### config.mk
export PLATFORM = sky130hd
export DESIGN_NAME = ccu_top
export DESIGN_NICKNAME = d
export VERILOG_FILES = /design/src/ccu_pkg.sv /design/src/ccu_tmr_if.sv /design/src/ccu_timer.sv /design/src/ccu_top.sv
export VERILOG_INCLUDE_DIRS = /design/src
export SDC_FILE = /design/constraint.sdc
export NUM_CORES = 2
export LEC_CHECK = 0
export ABC_AREA = 1
export BUFFER_PORTS_ARGS = -buffer_cell sky130_fd_sc_hd__buf_2
export CAP_MARGIN = 30
export CORE_AREA = 2 2 382 422
export DETAILED_ROUTE_END_ITERATION = 6
export DIE_AREA = 0 0 384 424
export PLACE_DENSITY = 0.52
export SLEW_MARGIN = 15
export SYNTH_ARGS = -nofsm -noshare
export SYNTH_HDL_FRONTEND = slang
export SYNTH_SLANG_ARGS = --single-unit
### constraint.sdc
create_clock -name aclk -period 4.2 [get_ports aclk]
set_input_delay 0.21 -clock aclk [delete_from_list [all_inputs] [get_ports aclk]]
set_output_delay 0.21 -clock aclk [all_outputs]
set_load 0.1 [all_outputs]
### src/ccu_params.svh
`ifndef CCU_PARAMS_SVH
`define CCU_PARAMS_SVH

// Register byte offsets
`define CCU_TCTRL      12'h000
`define CCU_T0CNT      12'h004
`define CCU_T0REL      12'h008
`define CCU_T1CNT      12'h00c
`define CCU_T1REL      12'h010
`define CCU_ISTAT      12'h014
`define CCU_IMASK      12'h018
`define CCU_DREG       12'h01c
`define CCU_VAL_BASE   12'h040
`define CCU_MODE_BASE  12'h080
`define CCU_BANK_MASK  12'hfc0

// Timer control fields
`define CCU_F_RUN0     0
`define CCU_F_SEL0     1
`define CCU_T_STRIDE   8
`define CCU_F_STAG     16

// Channel mode fields
`define CCU_F_RISE     3
`define CCU_F_FALL     4
`define CCU_F_TSEL     5
`define CCU_F_SING     6

// Reset values
`define CCU_RST_TCTRL  17'h00000
`define CCU_RST_CNT    16'h0000
`define CCU_RST_REL    16'h0000
`define CCU_RST_MODE   7'h00

// Timing
`define CCU_STAGGER    8

// Bus responses
`define CCU_OKAY       2'h0
`define CCU_SLVERR     2'h2

`endif

### src/ccu_pkg.sv
package ccu_pkg;

  typedef enum logic [2:0] {
    CCU_OFF  = 3'h0,
    CCU_CAP  = 3'h1,
    CCU_CMP0 = 3'h4,
    CCU_CMP1 = 3'h5,
    CCU_CMP2 = 3'h6,
    CCU_CMP3 = 3'h7
  } ccu_kind_t;

  typedef enum logic [2:0] {
    CCU_DIV1   = 3'h0,
    CCU_DIV4   = 3'h1,
    CCU_DIV16  = 3'h2,
    CCU_DIV64  = 3'h3,
    CCU_EXTOVF = 3'h4,
    CCU_EXTPIN = 3'h5
  } ccu_clk_t;

endpackage

### src/ccu_tmr_if.sv
`timescale 1ns/1ps
interface ccu_tmr_if;
  logic        run;
  logic [2:0]  clksel;
  logic        wr;
  logic [15:0] wval;
  logic [15:0] reload;
  logic [15:0] cnt;
  logic        upd;
  logic        ovf;
  modport tmr (input run, clksel, wr, wval, reload, output cnt, upd, ovf);
  modport ctl (output run, clksel, wr, wval, reload, input cnt, upd, ovf);
endinterface

### src/ccu_timer.sv
`timescale 1ns/1ps
`include "ccu_params.svh"
module ccu_timer #(
  parameter int PW = 6           // Prescaler width
) (
  input  wire logic aclk,        // System clock
  input  wire logic aresetn,     // Synchronous reset, active low
  input  wire logic base_tick,   // Base count enable
  input  wire logic ext_ovf,     // Overflow pulse of the external timer
  input  wire logic ext_edge,    // Filtered rising edge of the count pin
  ccu_tmr_if.tmr    t            // Control and count
);
  import ccu_pkg::*;

  logic [PW-1:0] pre_q;
  logic [15:0]   cnt_q;
  logic          upd_q;
  logic          ovf_q;

  wire [PW-1:0] pmask   = PW'((7'h1 << {t.clksel[1:0], 1'b0}) - 7'h1);
  wire          pre_hit = base_tick & ((pre_q & pmask) == pmask);
  wire          src_ovf = (t.clksel == CCU_EXTOVF);
  wire          src_pin = (t.clksel == CCU_EXTPIN);
  wire          tick    = t.run & (src_ovf ? ext_ovf : src_pin ? ext_edge : (~t.clksel[2] & pre_hit)); // RULE3 RULE4
  wire          wrap    = tick & (cnt_q == 16'hffff);

  always_ff @(posedge aclk) begin
    if (!aresetn) begin
      pre_q <= '0;
      cnt_q <= `CCU_RST_CNT;
      upd_q <= 1'b0;
      ovf_q <= 1'b0;
    end else begin
      if (t.run & base_tick)
        pre_q <= pre_q + PW'(1);
      // Software write wins so a preload is never lost to a tick
      if (t.wr)
        cnt_q <= t.wval;
      else if (wrap)
        cnt_q <= t.reload; // RULE17
      else if (tick)
        cnt_q <= cnt_q + 16'h1; // RULE2
      upd_q <= tick & ~t.wr;
      ovf_q <= wrap & ~t.wr;
    end
  end

  assign t.cnt = cnt_q;
  assign t.upd = upd_q;
  assign t.ovf = ovf_q;
endmodule

### src/ccu_top.sv
`timescale 1ns/1ps
`include "ccu_params.svh"
// Function
// RULE1 - Sixteen channels, one or eight cycle resolution
// RULE2 - Two independent 16-bit timers with reloads
// RULE3 - Timer clock: prescaled clock or external overflow
// RULE4 - External count inputs clock the timers
// RULE5 - Each channel picks timer and capture/compare
// RULE6 - One pin per channel, input or output
// RULE7 - Capture copies timer value on pin event
// RULE8 - Each capture raises its channel interrupt
// RULE9 - Capture edge: rising, falling or both
// RULE10 - Compare channels checked on every timer count
// RULE11 - Mode 0: interrupt only, repeats allowed
// RULE12 - Mode 1: pin toggles on every match
// RULE13 - Mode 2: one interrupt per timer period
// RULE14 - Mode 3: match sets pin, overflow clears
// RULE15 - Double register: two channels toggle one pin
// RULE16 - Single event option stops after one action
// RULE17 - Overflow loads reload value, sets period
module ccu_top #(
  parameter int AW  = 12,                  // Bus address width
  parameter int NCH = 16                   // Channel count
) (
  input  wire logic           aclk,          // System clock
  input  wire logic           aresetn,       // Synchronous reset, active low
  input  wire logic [AW-1:0]  s_axi_awaddr,  // Write address
  input  wire logic           s_axi_awvalid, // Write address valid
  output logic                s_axi_awready, // Write address ready
  input  wire logic [31:0]    s_axi_wdata,   // Write data
  input  wire logic [3:0]     s_axi_wstrb,   // Write byte strobes
  input  wire logic           s_axi_wvalid,  // Write data valid
  output logic                s_axi_wready,  // Write data ready
  output logic [1:0]          s_axi_bresp,   // Write response
  output logic                s_axi_bvalid,  // Write response valid
  input  wire logic           s_axi_bready,  // Write response ready
  input  wire logic [AW-1:0]  s_axi_araddr,  // Read address
  input  wire logic           s_axi_arvalid, // Read address valid
  output logic                s_axi_arready, // Read address ready
  output logic [31:0]         s_axi_rdata,   // Read data
  output logic [1:0]          s_axi_rresp,   // Read response
  output logic                s_axi_rvalid,  // Read data valid
  input  wire logic           s_axi_rready,  // Read data ready
  output logic                irq,           // Interrupt, active high level
  input  wire logic           ext_ovf_pulse, // Overflow pulse of the external timer
  input  wire logic [1:0]     cnt_pin,       // External count pins per timer
  input  wire logic [NCH-1:0] cc_pin_sense,  // Channel pin levels
  output logic [NCH-1:0]      cc_pin_drive,  // Channel pin output levels
  output logic [NCH-1:0]      cc_pin_en      // Channel pin output enables
);
  import ccu_pkg::*;

  localparam int SW = NCH + 2;
  localparam int HF = NCH / 2;

  logic [SW-1:0]  s1_q;
  logic [SW-1:0]  s2_q;
  logic [SW-1:0]  s3_q;
  logic [SW-1:0]  lvl_q;
  logic [2:0]     stg_q;
  logic [16:0]    tctrl_q;
  logic [15:0]    rel_q [2];
  logic [NCH-1:0] stat_q;
  logic [NCH-1:0] mask_q;
  logic [HF-1:0]  dreg_q;
  logic [15:0]    val_q [NCH];
  logic [6:0]     mode_q [NCH];
  logic [NCH-1:0] done_q;
  logic           aw_full_q;
  logic           w_full_q;
  logic [AW-1:0]  awaddr_q;
  logic [31:0]    wdata_q;
  logic [3:0]     wstrb_q;

  wire [15:0]     t_cnt [2];
  wire [1:0]      t_upd;
  wire [1:0]      t_ovf;
  wire [15:0]     val_d [NCH];
  wire [6:0]      mode_d [NCH];
  wire [NCH-1:0]  act;
  wire [NCH-1:0]  irq_ev;
  wire [NCH-1:0]  done_d;
  wire [NCH-1:0]  pin_d;
  wire [NCH-1:0]  oe_d;

  // Pin filter: a level counts once the second and third stages agree
  wire [SW-1:0] lvl_d = (s2_q & s3_q) | (lvl_q & (s2_q ^ s3_q));
  wire [SW-1:0] rise  = lvl_d & ~lvl_q;
  wire [SW-1:0] fall  = ~lvl_d & lvl_q;

  always_ff @(posedge aclk) begin
    if (!aresetn) begin
      s1_q  <= '0;
      s2_q  <= '0;
      s3_q  <= '0;
      lvl_q <= '0;
    end else begin
      s1_q  <= {cnt_pin, cc_pin_sense};
      s2_q  <= s1_q;
      s3_q  <= s2_q;
      lvl_q <= lvl_d;
    end
  end

  // Staggered operation slows the timer base to one step in eight cycles
  wire stag      = tctrl_q[`CCU_F_STAG];
  wire base_tick = ~stag | (stg_q == 3'(`CCU_STAGGER - 1)); // RULE1

  always_ff @(posedge aclk) begin
    if (!aresetn)
      stg_q <= '0;
    else
      stg_q <= stg_q + 3'h1;
  end

  // Register file read, shared by the read channel and write merging
  function automatic logic [32:0] ccu_rd(input logic [11:0] a);
    logic [32:0] r;
    r = {1'b1, 32'h0};
    if ((a & `CCU_BANK_MASK) == `CCU_VAL_BASE)
      r[15:0] = val_q[a[5:2]];
    else if ((a & `CCU_BANK_MASK) == `CCU_MODE_BASE)
      r[6:0] = mode_q[a[5:2]];
    else begin
      unique case (a)
        `CCU_TCTRL: r[16:0] = tctrl_q;
        `CCU_T0CNT: r[15:0] = t_cnt[0];
        `CCU_T0REL: r[15:0] = rel_q[0];
        `CCU_T1CNT: r[15:0] = t_cnt[1];
        `CCU_T1REL: r[15:0] = rel_q[1];
        `CCU_ISTAT: r[15:0] = stat_q;
        `CCU_IMASK: r[15:0] = mask_q;
        `CCU_DREG:  r[7:0]  = dreg_q;
        default:    r[32]   = 1'b0;
      endcase
    end
    return r;
  endfunction

  // Bus slave: address and data are held until both are present
  wire        aw_take   = s_axi_awvalid & s_axi_awready;
  wire        w_take    = s_axi_wvalid & s_axi_wready;
  wire        do_wr     = aw_full_q & w_full_q & ~s_axi_bvalid;
  wire        aw_full_d = (aw_full_q & ~do_wr) | aw_take;
  wire        w_full_d  = (w_full_q & ~do_wr) | w_take;
  wire        bvalid_d  = (s_axi_bvalid & ~s_axi_bready) | do_wr;
  wire        ar_take   = s_axi_arvalid & s_axi_arready;
  wire        rvalid_d  = (s_axi_rvalid & ~s_axi_rready) | ar_take;
  wire [11:0] wa        = {awaddr_q[11:2], 2'b00};
  logic [32:0] wr_old;
  logic [32:0] rd_now;
  // Procedural so a read follows register changes, not only address changes
  always_comb wr_old = ccu_rd(wa);
  always_comb rd_now = ccu_rd({s_axi_araddr[11:2], 2'b00});
  wire        wr_hit    = do_wr & wr_old[32];
  wire [31:0] wm        = {{8{wstrb_q[3]}}, {8{wstrb_q[2]}}, {8{wstrb_q[1]}}, {8{wstrb_q[0]}}};
  wire [31:0] wv        = (wr_old[31:0] & ~wm) | (wdata_q & wm);

  always_ff @(posedge aclk) begin
    if (!aresetn) begin
      aw_full_q     <= 1'b0;
      w_full_q      <= 1'b0;
      s_axi_awready <= 1'b0;
      s_axi_wready  <= 1'b0;
      s_axi_bvalid  <= 1'b0;
      s_axi_bresp   <= `CCU_OKAY;
      s_axi_arready <= 1'b0;
      s_axi_rvalid  <= 1'b0;
      s_axi_rdata   <= 32'h0;
      s_axi_rresp   <= `CCU_OKAY;
    end else begin
      aw_full_q     <= aw_full_d;
      w_full_q      <= w_full_d;
      s_axi_awready <= ~aw_full_d & ~bvalid_d;
      s_axi_wready  <= ~w_full_d & ~bvalid_d;
      s_axi_bvalid  <= bvalid_d;
      s_axi_arready <= ~rvalid_d;
      s_axi_rvalid  <= rvalid_d;
      if (do_wr)
        s_axi_bresp <= wr_old[32] ? `CCU_OKAY : `CCU_SLVERR;
      if (ar_take) begin
        s_axi_rdata <= rd_now[31:0];
        s_axi_rresp <= rd_now[32] ? `CCU_OKAY : `CCU_SLVERR;
      end
    end
  end

  always_ff @(posedge aclk) begin
    if (aw_take)
      awaddr_q <= s_axi_awaddr;
    if (w_take) begin
      wdata_q <= s_axi_wdata;
      wstrb_q <= s_axi_wstrb;
    end
  end

  // Status bits are write-one-to-clear; a new event beats the clear
  wire [NCH-1:0] st_clr = (wr_hit && wa == `CCU_ISTAT) ? (wdata_q[15:0] & wm[15:0]) : '0;
  wire [NCH-1:0] stat_d = (stat_q & ~st_clr) | irq_ev; // RULE8

  always_ff @(posedge aclk) begin
    if (!aresetn) begin
      tctrl_q <= `CCU_RST_TCTRL;
      stat_q  <= '0;
      mask_q  <= '0;
      dreg_q  <= '0;
      irq     <= 1'b0;
    end else begin
      if (wr_hit && wa == `CCU_TCTRL)
        tctrl_q <= wv[16:0];
      if (wr_hit && wa == `CCU_IMASK)
        mask_q <= wv[15:0];
      if (wr_hit && wa == `CCU_DREG)
        dreg_q <= wv[7:0];
      stat_q <= stat_d;
      irq    <= |(stat_q & mask_q);
    end
  end

  // Two time bases
  ccu_tmr_if tif [2] ();

  for (genvar k = 0; k < 2; k++) begin : g_tmr
    assign tif[k].run    = tctrl_q[`CCU_F_RUN0 + k * `CCU_T_STRIDE];
    assign tif[k].clksel = tctrl_q[`CCU_F_SEL0 + k * `CCU_T_STRIDE +: 3];
    assign tif[k].wr     = wr_hit & (wa == `CCU_T0CNT + 12'(8 * k));
    assign tif[k].wval   = wv[15:0];
    assign tif[k].reload = rel_q[k];
    assign t_cnt[k]      = tif[k].cnt;
    assign t_upd[k]      = tif[k].upd;
    assign t_ovf[k]      = tif[k].ovf;

    always_ff @(posedge aclk) begin
      if (!aresetn)
        rel_q[k] <= `CCU_RST_REL;
      else if (wr_hit && wa == `CCU_T0REL + 12'(8 * k))
        rel_q[k] <= wv[15:0];
    end

    ccu_timer u_tmr (
      .aclk      (aclk),
      .aresetn   (aresetn),
      .base_tick (base_tick),
      .ext_ovf   (ext_ovf_pulse),
      .ext_edge  (rise[NCH + k]),
      .t         (tif[k])
    );
  end

  // Channel array
  for (genvar i = 0; i < NCH; i++) begin : g_ch
    localparam int P  = (i < HF) ? i + HF : i - HF;
    localparam bit UP = (i >= HF);
    wire [6:0]  md     = mode_q[i];
    wire [2:0]  kd     = md[2:0];
    wire        ts     = md[`CCU_F_TSEL];
    wire [15:0] tv     = t_cnt[ts];
    wire        tu     = t_upd[ts];
    wire        to     = t_ovf[ts];
    wire        dr     = dreg_q[i % HF];
    wire        p_m1   = (mode_q[P][2:0] == CCU_CMP1);
    wire        m1     = (kd == CCU_CMP1);
    wire        m3     = (kd == CCU_CMP3);
    wire        once   = md[1] & md[2];
    wire        wr_val = wr_hit & (wa == `CCU_VAL_BASE + 12'(4 * i));
    wire        wr_md  = wr_hit & (wa == `CCU_MODE_BASE + 12'(4 * i));
    wire        cap    = (kd == CCU_CAP) & ((md[`CCU_F_RISE] & rise[i]) | (md[`CCU_F_FALL] & fall[i])); // RULE6 RULE9
    wire        match  = md[2] & tu & (tv == val_q[i]); // RULE5 RULE10
    // Modes 2 and 3 fire once until the next overflow of their timer
    assign act[i]    = match & ~(once & done_q[i] & ~to); // RULE13 RULE14
    assign irq_ev[i] = cap | (act[i] & md[2] & ~md[0]); // RULE8 RULE11 RULE13
    assign done_d[i] = (done_q[i] & ~to) | act[i];
    // Upper channel of a pair hands its pin to the lower one
    wire tog = (act[i] & m1 & ~(UP & dr)) | (~UP & dr & act[P] & p_m1); // RULE12 RULE15
    assign pin_d[i]  = (m3 & act[i]) ? 1'b1 : (m3 & to) ? 1'b0 : tog ? ~cc_pin_drive[i] : cc_pin_drive[i]; // RULE14
    assign oe_d[i]   = ((m1 | m3) & ~(UP & dr)) | (~UP & dr & p_m1); // RULE6
    assign val_d[i]  = cap ? tv : wr_val ? wv[15:0] : val_q[i]; // RULE7
    assign mode_d[i] = wr_md ? wv[6:0] : (md[`CCU_F_SING] & act[i]) ? {md[6:3], CCU_OFF} : md; // RULE16

  end

  always_ff @(posedge aclk) begin
    if (!aresetn) begin
      for (int j = 0; j < NCH; j++) begin
        val_q[j]  <= '0;
        mode_q[j] <= `CCU_RST_MODE;
      end
      done_q       <= '0;
      cc_pin_drive <= '0;
      cc_pin_en    <= '0;
    end else begin
      for (int j = 0; j < NCH; j++) begin
        val_q[j]  <= val_d[j];
        mode_q[j] <= mode_d[j];
      end
      done_q       <= done_d;
      cc_pin_drive <= pin_d;
      cc_pin_en    <= oe_d;
    end
  end
endmodule

# After elaboration in Yosys (flattened, before gate mapping)
# Memories as Yosys holds them, arrays and structs flattened. A register that Yosys moved wholly into a read port is not among the register bits.
# Index checks and enable logic that the tools add are counted.
dict set report totals {
  romBits 0
  n_memories 3
  regBits 289
  input_bits 86
  output_inout_bits 74
  latchBits 0
  ramBits 400
  word_cells 1141
}
# memory depth width read_ports rd_clocked_by_memory_dff write_ports line_no
set mem_list {}
lappend mem_list {val_q 16 16 18 1 16 ccu_top.sv:66} ;# logic [15:0] val_q [NCH];
lappend mem_list {mode_q 16 7 18 1 16 ccu_top.sv:67} ;# logic [6:0] mode_q [NCH];
lappend mem_list {rel_q 2 16 2 0 2 ccu_top.sv:62} ;# logic [15:0] rel_q [2];
dict set report classes {
  order_cmp 32
  n_eq_ne 123
  add_sub_neg 7
  shift 2
  n_bitwise 595
  div_mod_pow 0
  reduce_logical 29
  muxes 301
  multipliers 0
}
# cell count
set op_table {}
lappend op_table {{16-bit two-way mux} 107}
lappend op_table {{1-bit AND} 356}
lappend op_table {{16-bit equality test} 16}
lappend op_table {{7-bit two-way mux} 34}
lappend op_table {{10-bit by 5-bit equality test with 1-bit output (second input constant)} 16}
lappend op_table {{10-bit by 6-bit equality test with 1-bit output (second input constant)} 16}
lappend op_table {{1-bit two-way mux} 134}
lappend op_table {{8-bit one-hot mux with 8 select lines} 2}
lappend op_table {{1-bit bitwise OR} 119}
lappend op_table {{8-bit one-hot mux with 7 select lines} 2}
lappend op_table {{3-bit equality test (second input constant)} 37}
lappend op_table {{1-bit inverter} 85}
lappend op_table {{10-bit by 3-bit equality test with 1-bit output (second input constant)} 8}
lappend op_table {{16-bit AND} 4}
lappend op_table {{18-bit AND} 3}
lappend op_table {{3-bit nonzero test} 18}
lappend op_table {{3-bit by 1-bit equality test with 1-bit output (second input constant)} 16}
lappend op_table {{3-bit two-way mux} 16}
lappend op_table {{10-bit by 2-bit equality test with 1-bit output (second input constant)} 4}
lappend op_table {{17-bit AND} 2}
lappend op_table {{16-bit by 1-bit adder with 16-bit output (second input constant)} 2}
lappend op_table {{16-bit equality test (second input constant)} 2}
lappend op_table {{2-bit greater-or-equal comparator (second input constant)} 16}
lappend op_table {{1-bit by 2-bit < comparator with 1-bit output (second input constant)} 16}
lappend op_table {{other kinds (25)} 58}

# Longest topological paths before layout
# An unclocked memory read counts as a cell.
dict set report logic_depth {
  ltp_word 14
  depth_mapped 19
  mapped_depth_nobuf 17
}

# By module
# Synthesis repeated with hierarchy kept, for this count alone.
dict set report hier_totals {
  cells_unflattened 8363
  area_unflattened_um2 48709.2
}
# mod instances seq_area_each_um2 area_each_um2 cells_each
set modules_own_cells {}
lappend modules_own_cells {ccu_top 1 13452.9 45238.4 7801}
lappend modules_own_cells {ccu_timer 2 480.5 1735.4 281}

# Worst setup path before layout
# OpenSTA, ideal clock, no wires.
dict set report synth_path {
  path_kind {register to register}
  from {reg awaddr_q[2]}
  to {mem rel_q[0][0] (enable)}
  setup_slack_ps 962
  setup_time_ps 411
  t_arrival_ps 2827
  n_path_buf 2
  stages_incl_launch_ff 12
  required_ps 3789
  period_less_slack_ps 3238
  cell_sequence {edfxtp_1 nor2_2 nand2_1 inv_2 nand2_2 nand2_1 nor2_2 nand3b_4 nand2_4 buf_4 buf_2 o21ai_0}
}
# element line_no
set synth_lines {}
lappend synth_lines {{start, declared} ccu_top.sv:71} ;# logic [AW-1:0] awaddr_q;
lappend synth_lines {{start signal, assigned} ccu_top.sv:190} ;# awaddr_q <= s_axi_awaddr;
lappend synth_lines {{end, declared} ccu_top.sv:62}

==> impl_metrics.ini <==
[timing]
slew_viol_final = 0
fmax_ghz = 0.277
tightest_slew_ns = 1.16
relSlewSlack_pct = 21.8
min_period_over_period_pct = 85.9
fin_setup_tns_ns = 0
clock-skew-final_ns = 0.0485
finalHoldViolCount = 0
setup_viol = 0
rsz0062_at_grt = no
fin_crit_ns = 3.61
holdWs_ns = 0.0694

[place]
port_buffers = 122
dp.cells = 10000
hpwl_mm = 233
place_congestion = 1.11

[die]
dieWidth_um = 384
core_area_um2 = 159000
ios = 160
start_util_pct = 29.8
die_h_um = 424
rows = 154
dieArea_um2 = 163000

[clock_tree]
cts_buffers = 87
post_cts_buffers = 0
h-tree-depth = 3
cts_tree = done
cts.sink_count = 689
insertion_delay_ns = 0.77
cts_root_buffer = clkbuf_16
clock_path_buffers = 3
cts.clk_slew.worst_paths_ns = 0.06
cts_resized = 0

[worst_hold_path]
hold_class = input port to flop
min_from = s_axi_araddr[7]
min_path_cells = 4
hold_path_end = s_axi_rdata[7]

[synthesis]
yosysTopAreaCellShare_pct = 26.5
yosysTopAreaCell = dfxtp_1
yosys-top-cells-count = nand2_1 (2263), inv_1 (981), nor2_1 (758), o21ai_0 (730), dfxtp_1 (627)
synth_warnings = 0
synth_most_common_cell = nand2_1
synth.distinct_cells = 57
ys_top_cells_by_area = dfxtp_1 (26%), nand2_1 (18%), inv_1 (7.8%)
syn_avg_cell_area_um2 = 6.01
synth_edf_count = 62
synth_area_um2 = 47400
synthCells = 7883
synth-seq-cells = 689
ys_seq_area_share_pct = 30.4
synth-main-ff-cell = dfxtp_1
ys_async_sr_fraction_pct = 0

[global_route]
busiest_layer = met2
grt_pass1_wl_mm = 418
use_met2_pct = 52.9
grt-ovfl-total = 0
grt_max_degree = 110
use_met3_pct = 8.48
grt_pass1_vias = 52600
track_usage_pct = 36.6
antenna_found_initial = 24
use_met1_pct = 46.3

[layout]
area_growth_pct = 16.8
final_cells = 10300
fin_nets = 8189
layout-drive-gt1-share_pct = 9.61

[drt]
firstDrtPassIters = 7
wire_per_inst_um = 30.1
drc = 15
final_antenna_net_count = 0
via_per_inst = 5.71
dr.first_iter.drc_count = 9737
wirelength_mm = 309
dr_total_vias = 58600

[setup_path]
cp.arrival_ns = 4.29
critical_path_class = flop to flop
crit_fanout = 12
timing.rr.end = val_q[1][7]
worst_setup_path_start_kind = flop
critPathCaptureType = flop
reg2reg_setup_slack_ns = 0.59
required_ns = 4.88
worst-r2r-cell-count = 15
r2r_start = awaddr_q[7]

[flow_run]
drv_cap = 0

[power]
vdd_drop_max_uv = 337
power_per_cell_area_nw_per_um2 = 305
p_leak_nw = 24.6
p_total_w = 0.0169

[run_status]
status = finished, violations left
violations = design-rule violations
through the flow:
step	utilization [%]	area, um^2	worst slack, ns
2_1_floorplan	-	47400	0.962
3_3_place_gp	32.5	51700	0.766
3_5_place_dp	32.5	51700	0.786
4_1_cts	34.8	55300	0.741
5_1_grt	34.8	55300	0.525
6_report	34.8	55300	0.593
flip-flops by register name (all words and copies together) (netlist names), 17 cells and up, named ones only:
name and flops:
s_axi_rdata 17, wdata_q 17, lvl_q 18, s2_q 18
tctrl_q 17, g_tmr.u_tmr.t.cnt 32, rel_q 32, s3_q 18
s1_q 18, val_q 256, mode_q 112
critical path, stage by stage (launching register included):
cell and delay [ns]:
edfxtp_1 0.41, nor2_1 0.23, nand3_2 0.24, nor2_2 0.79, buf_4 0.24, nand2_1 0.05, nand4_1 0.10, nor2_1 0.08
nand2_1 0.07, nand2_2 0.14, nand2_2 0.64, buf_12 0.23, nand2_1 0.08, nand3_1 0.09, nand2_1 0.05, inv_1 0.06
layer usage:
metal  part of all wire, %  up-vias
met5                 0.034        -
met2                    40     4259
li1                      -    26000
met1                    38    27400
met3                    12     1021
met4                   9.7       16
power breakdown:
part | switching (W) | internal [W] | total, W
Combinational | 0.00153 | 0.000408 | 0.00194
Sequential | 0.0000620 | 0.00670 | 0.00676
Clock | 0.00353 | 0.00466 | 0.00819
area by class of cell:
cell class                 count  area (um^2)
timing repair buffer         552         4400
sequential                   689        14400
clock buffer                 118         2510
inverter                    1005         3780
multi-input combinational   5743        27000
tap                         2106         2640
fill                       17600       104000
clock inverter                45          524
antenna                       12         30.0
cells in the final DEF (no fill, tap or decap), types with 104 or more instances in the layout:
cell,synthesis,routed
nand2_1,2263,2256
inv_1,981,981
nor2_1,758,755
o21ai_0,730,727
dfxtp_1,627,623
nand3_1,545,545
a21oi_1,494,494
buf_4,50,340
o22ai_1,191,191
o211ai_1,132,132
buf_2,87,122
xor2_1,104,104
how the worst max path moves through the flow:
stage	start	end	slack, ns	cells after the start
after global placement	awaddr_q[11]	val_q[1][7]	0.77	15
after floorplan	awaddr_q[2]	rel_q[0][0]	0.96	11
final	awaddr_q[7]	val_q[1][7]	0.59	15
after detailed placement	awaddr_q[6]	val_q[1][7]	0.79	15
after global routing	awaddr_q[6]	val_q[1][7]	0.53	15
after CTS	awaddr_q[6]	val_q[1][7]	0.74	15
cell families after synthesis:
kind of cell    after synthesis  synth area share (%)
compound gates             1684                  19.6
xor+xnor                    111                  2.05
fa+ha+maj                    25                 0.660
buf+inv                    1467                  12.8
flops                       689                  30.4
other cells                   1               0.00792
simple gates               3906                  34.4
timing repair:
item | 4_1_cts | 5_1_grt
hold endpoints to repair | 73 | 0
hold buffers | 55 | 0
endpoints found under the setup margin | 0 | 0
(Power assumes the default switching activity.)
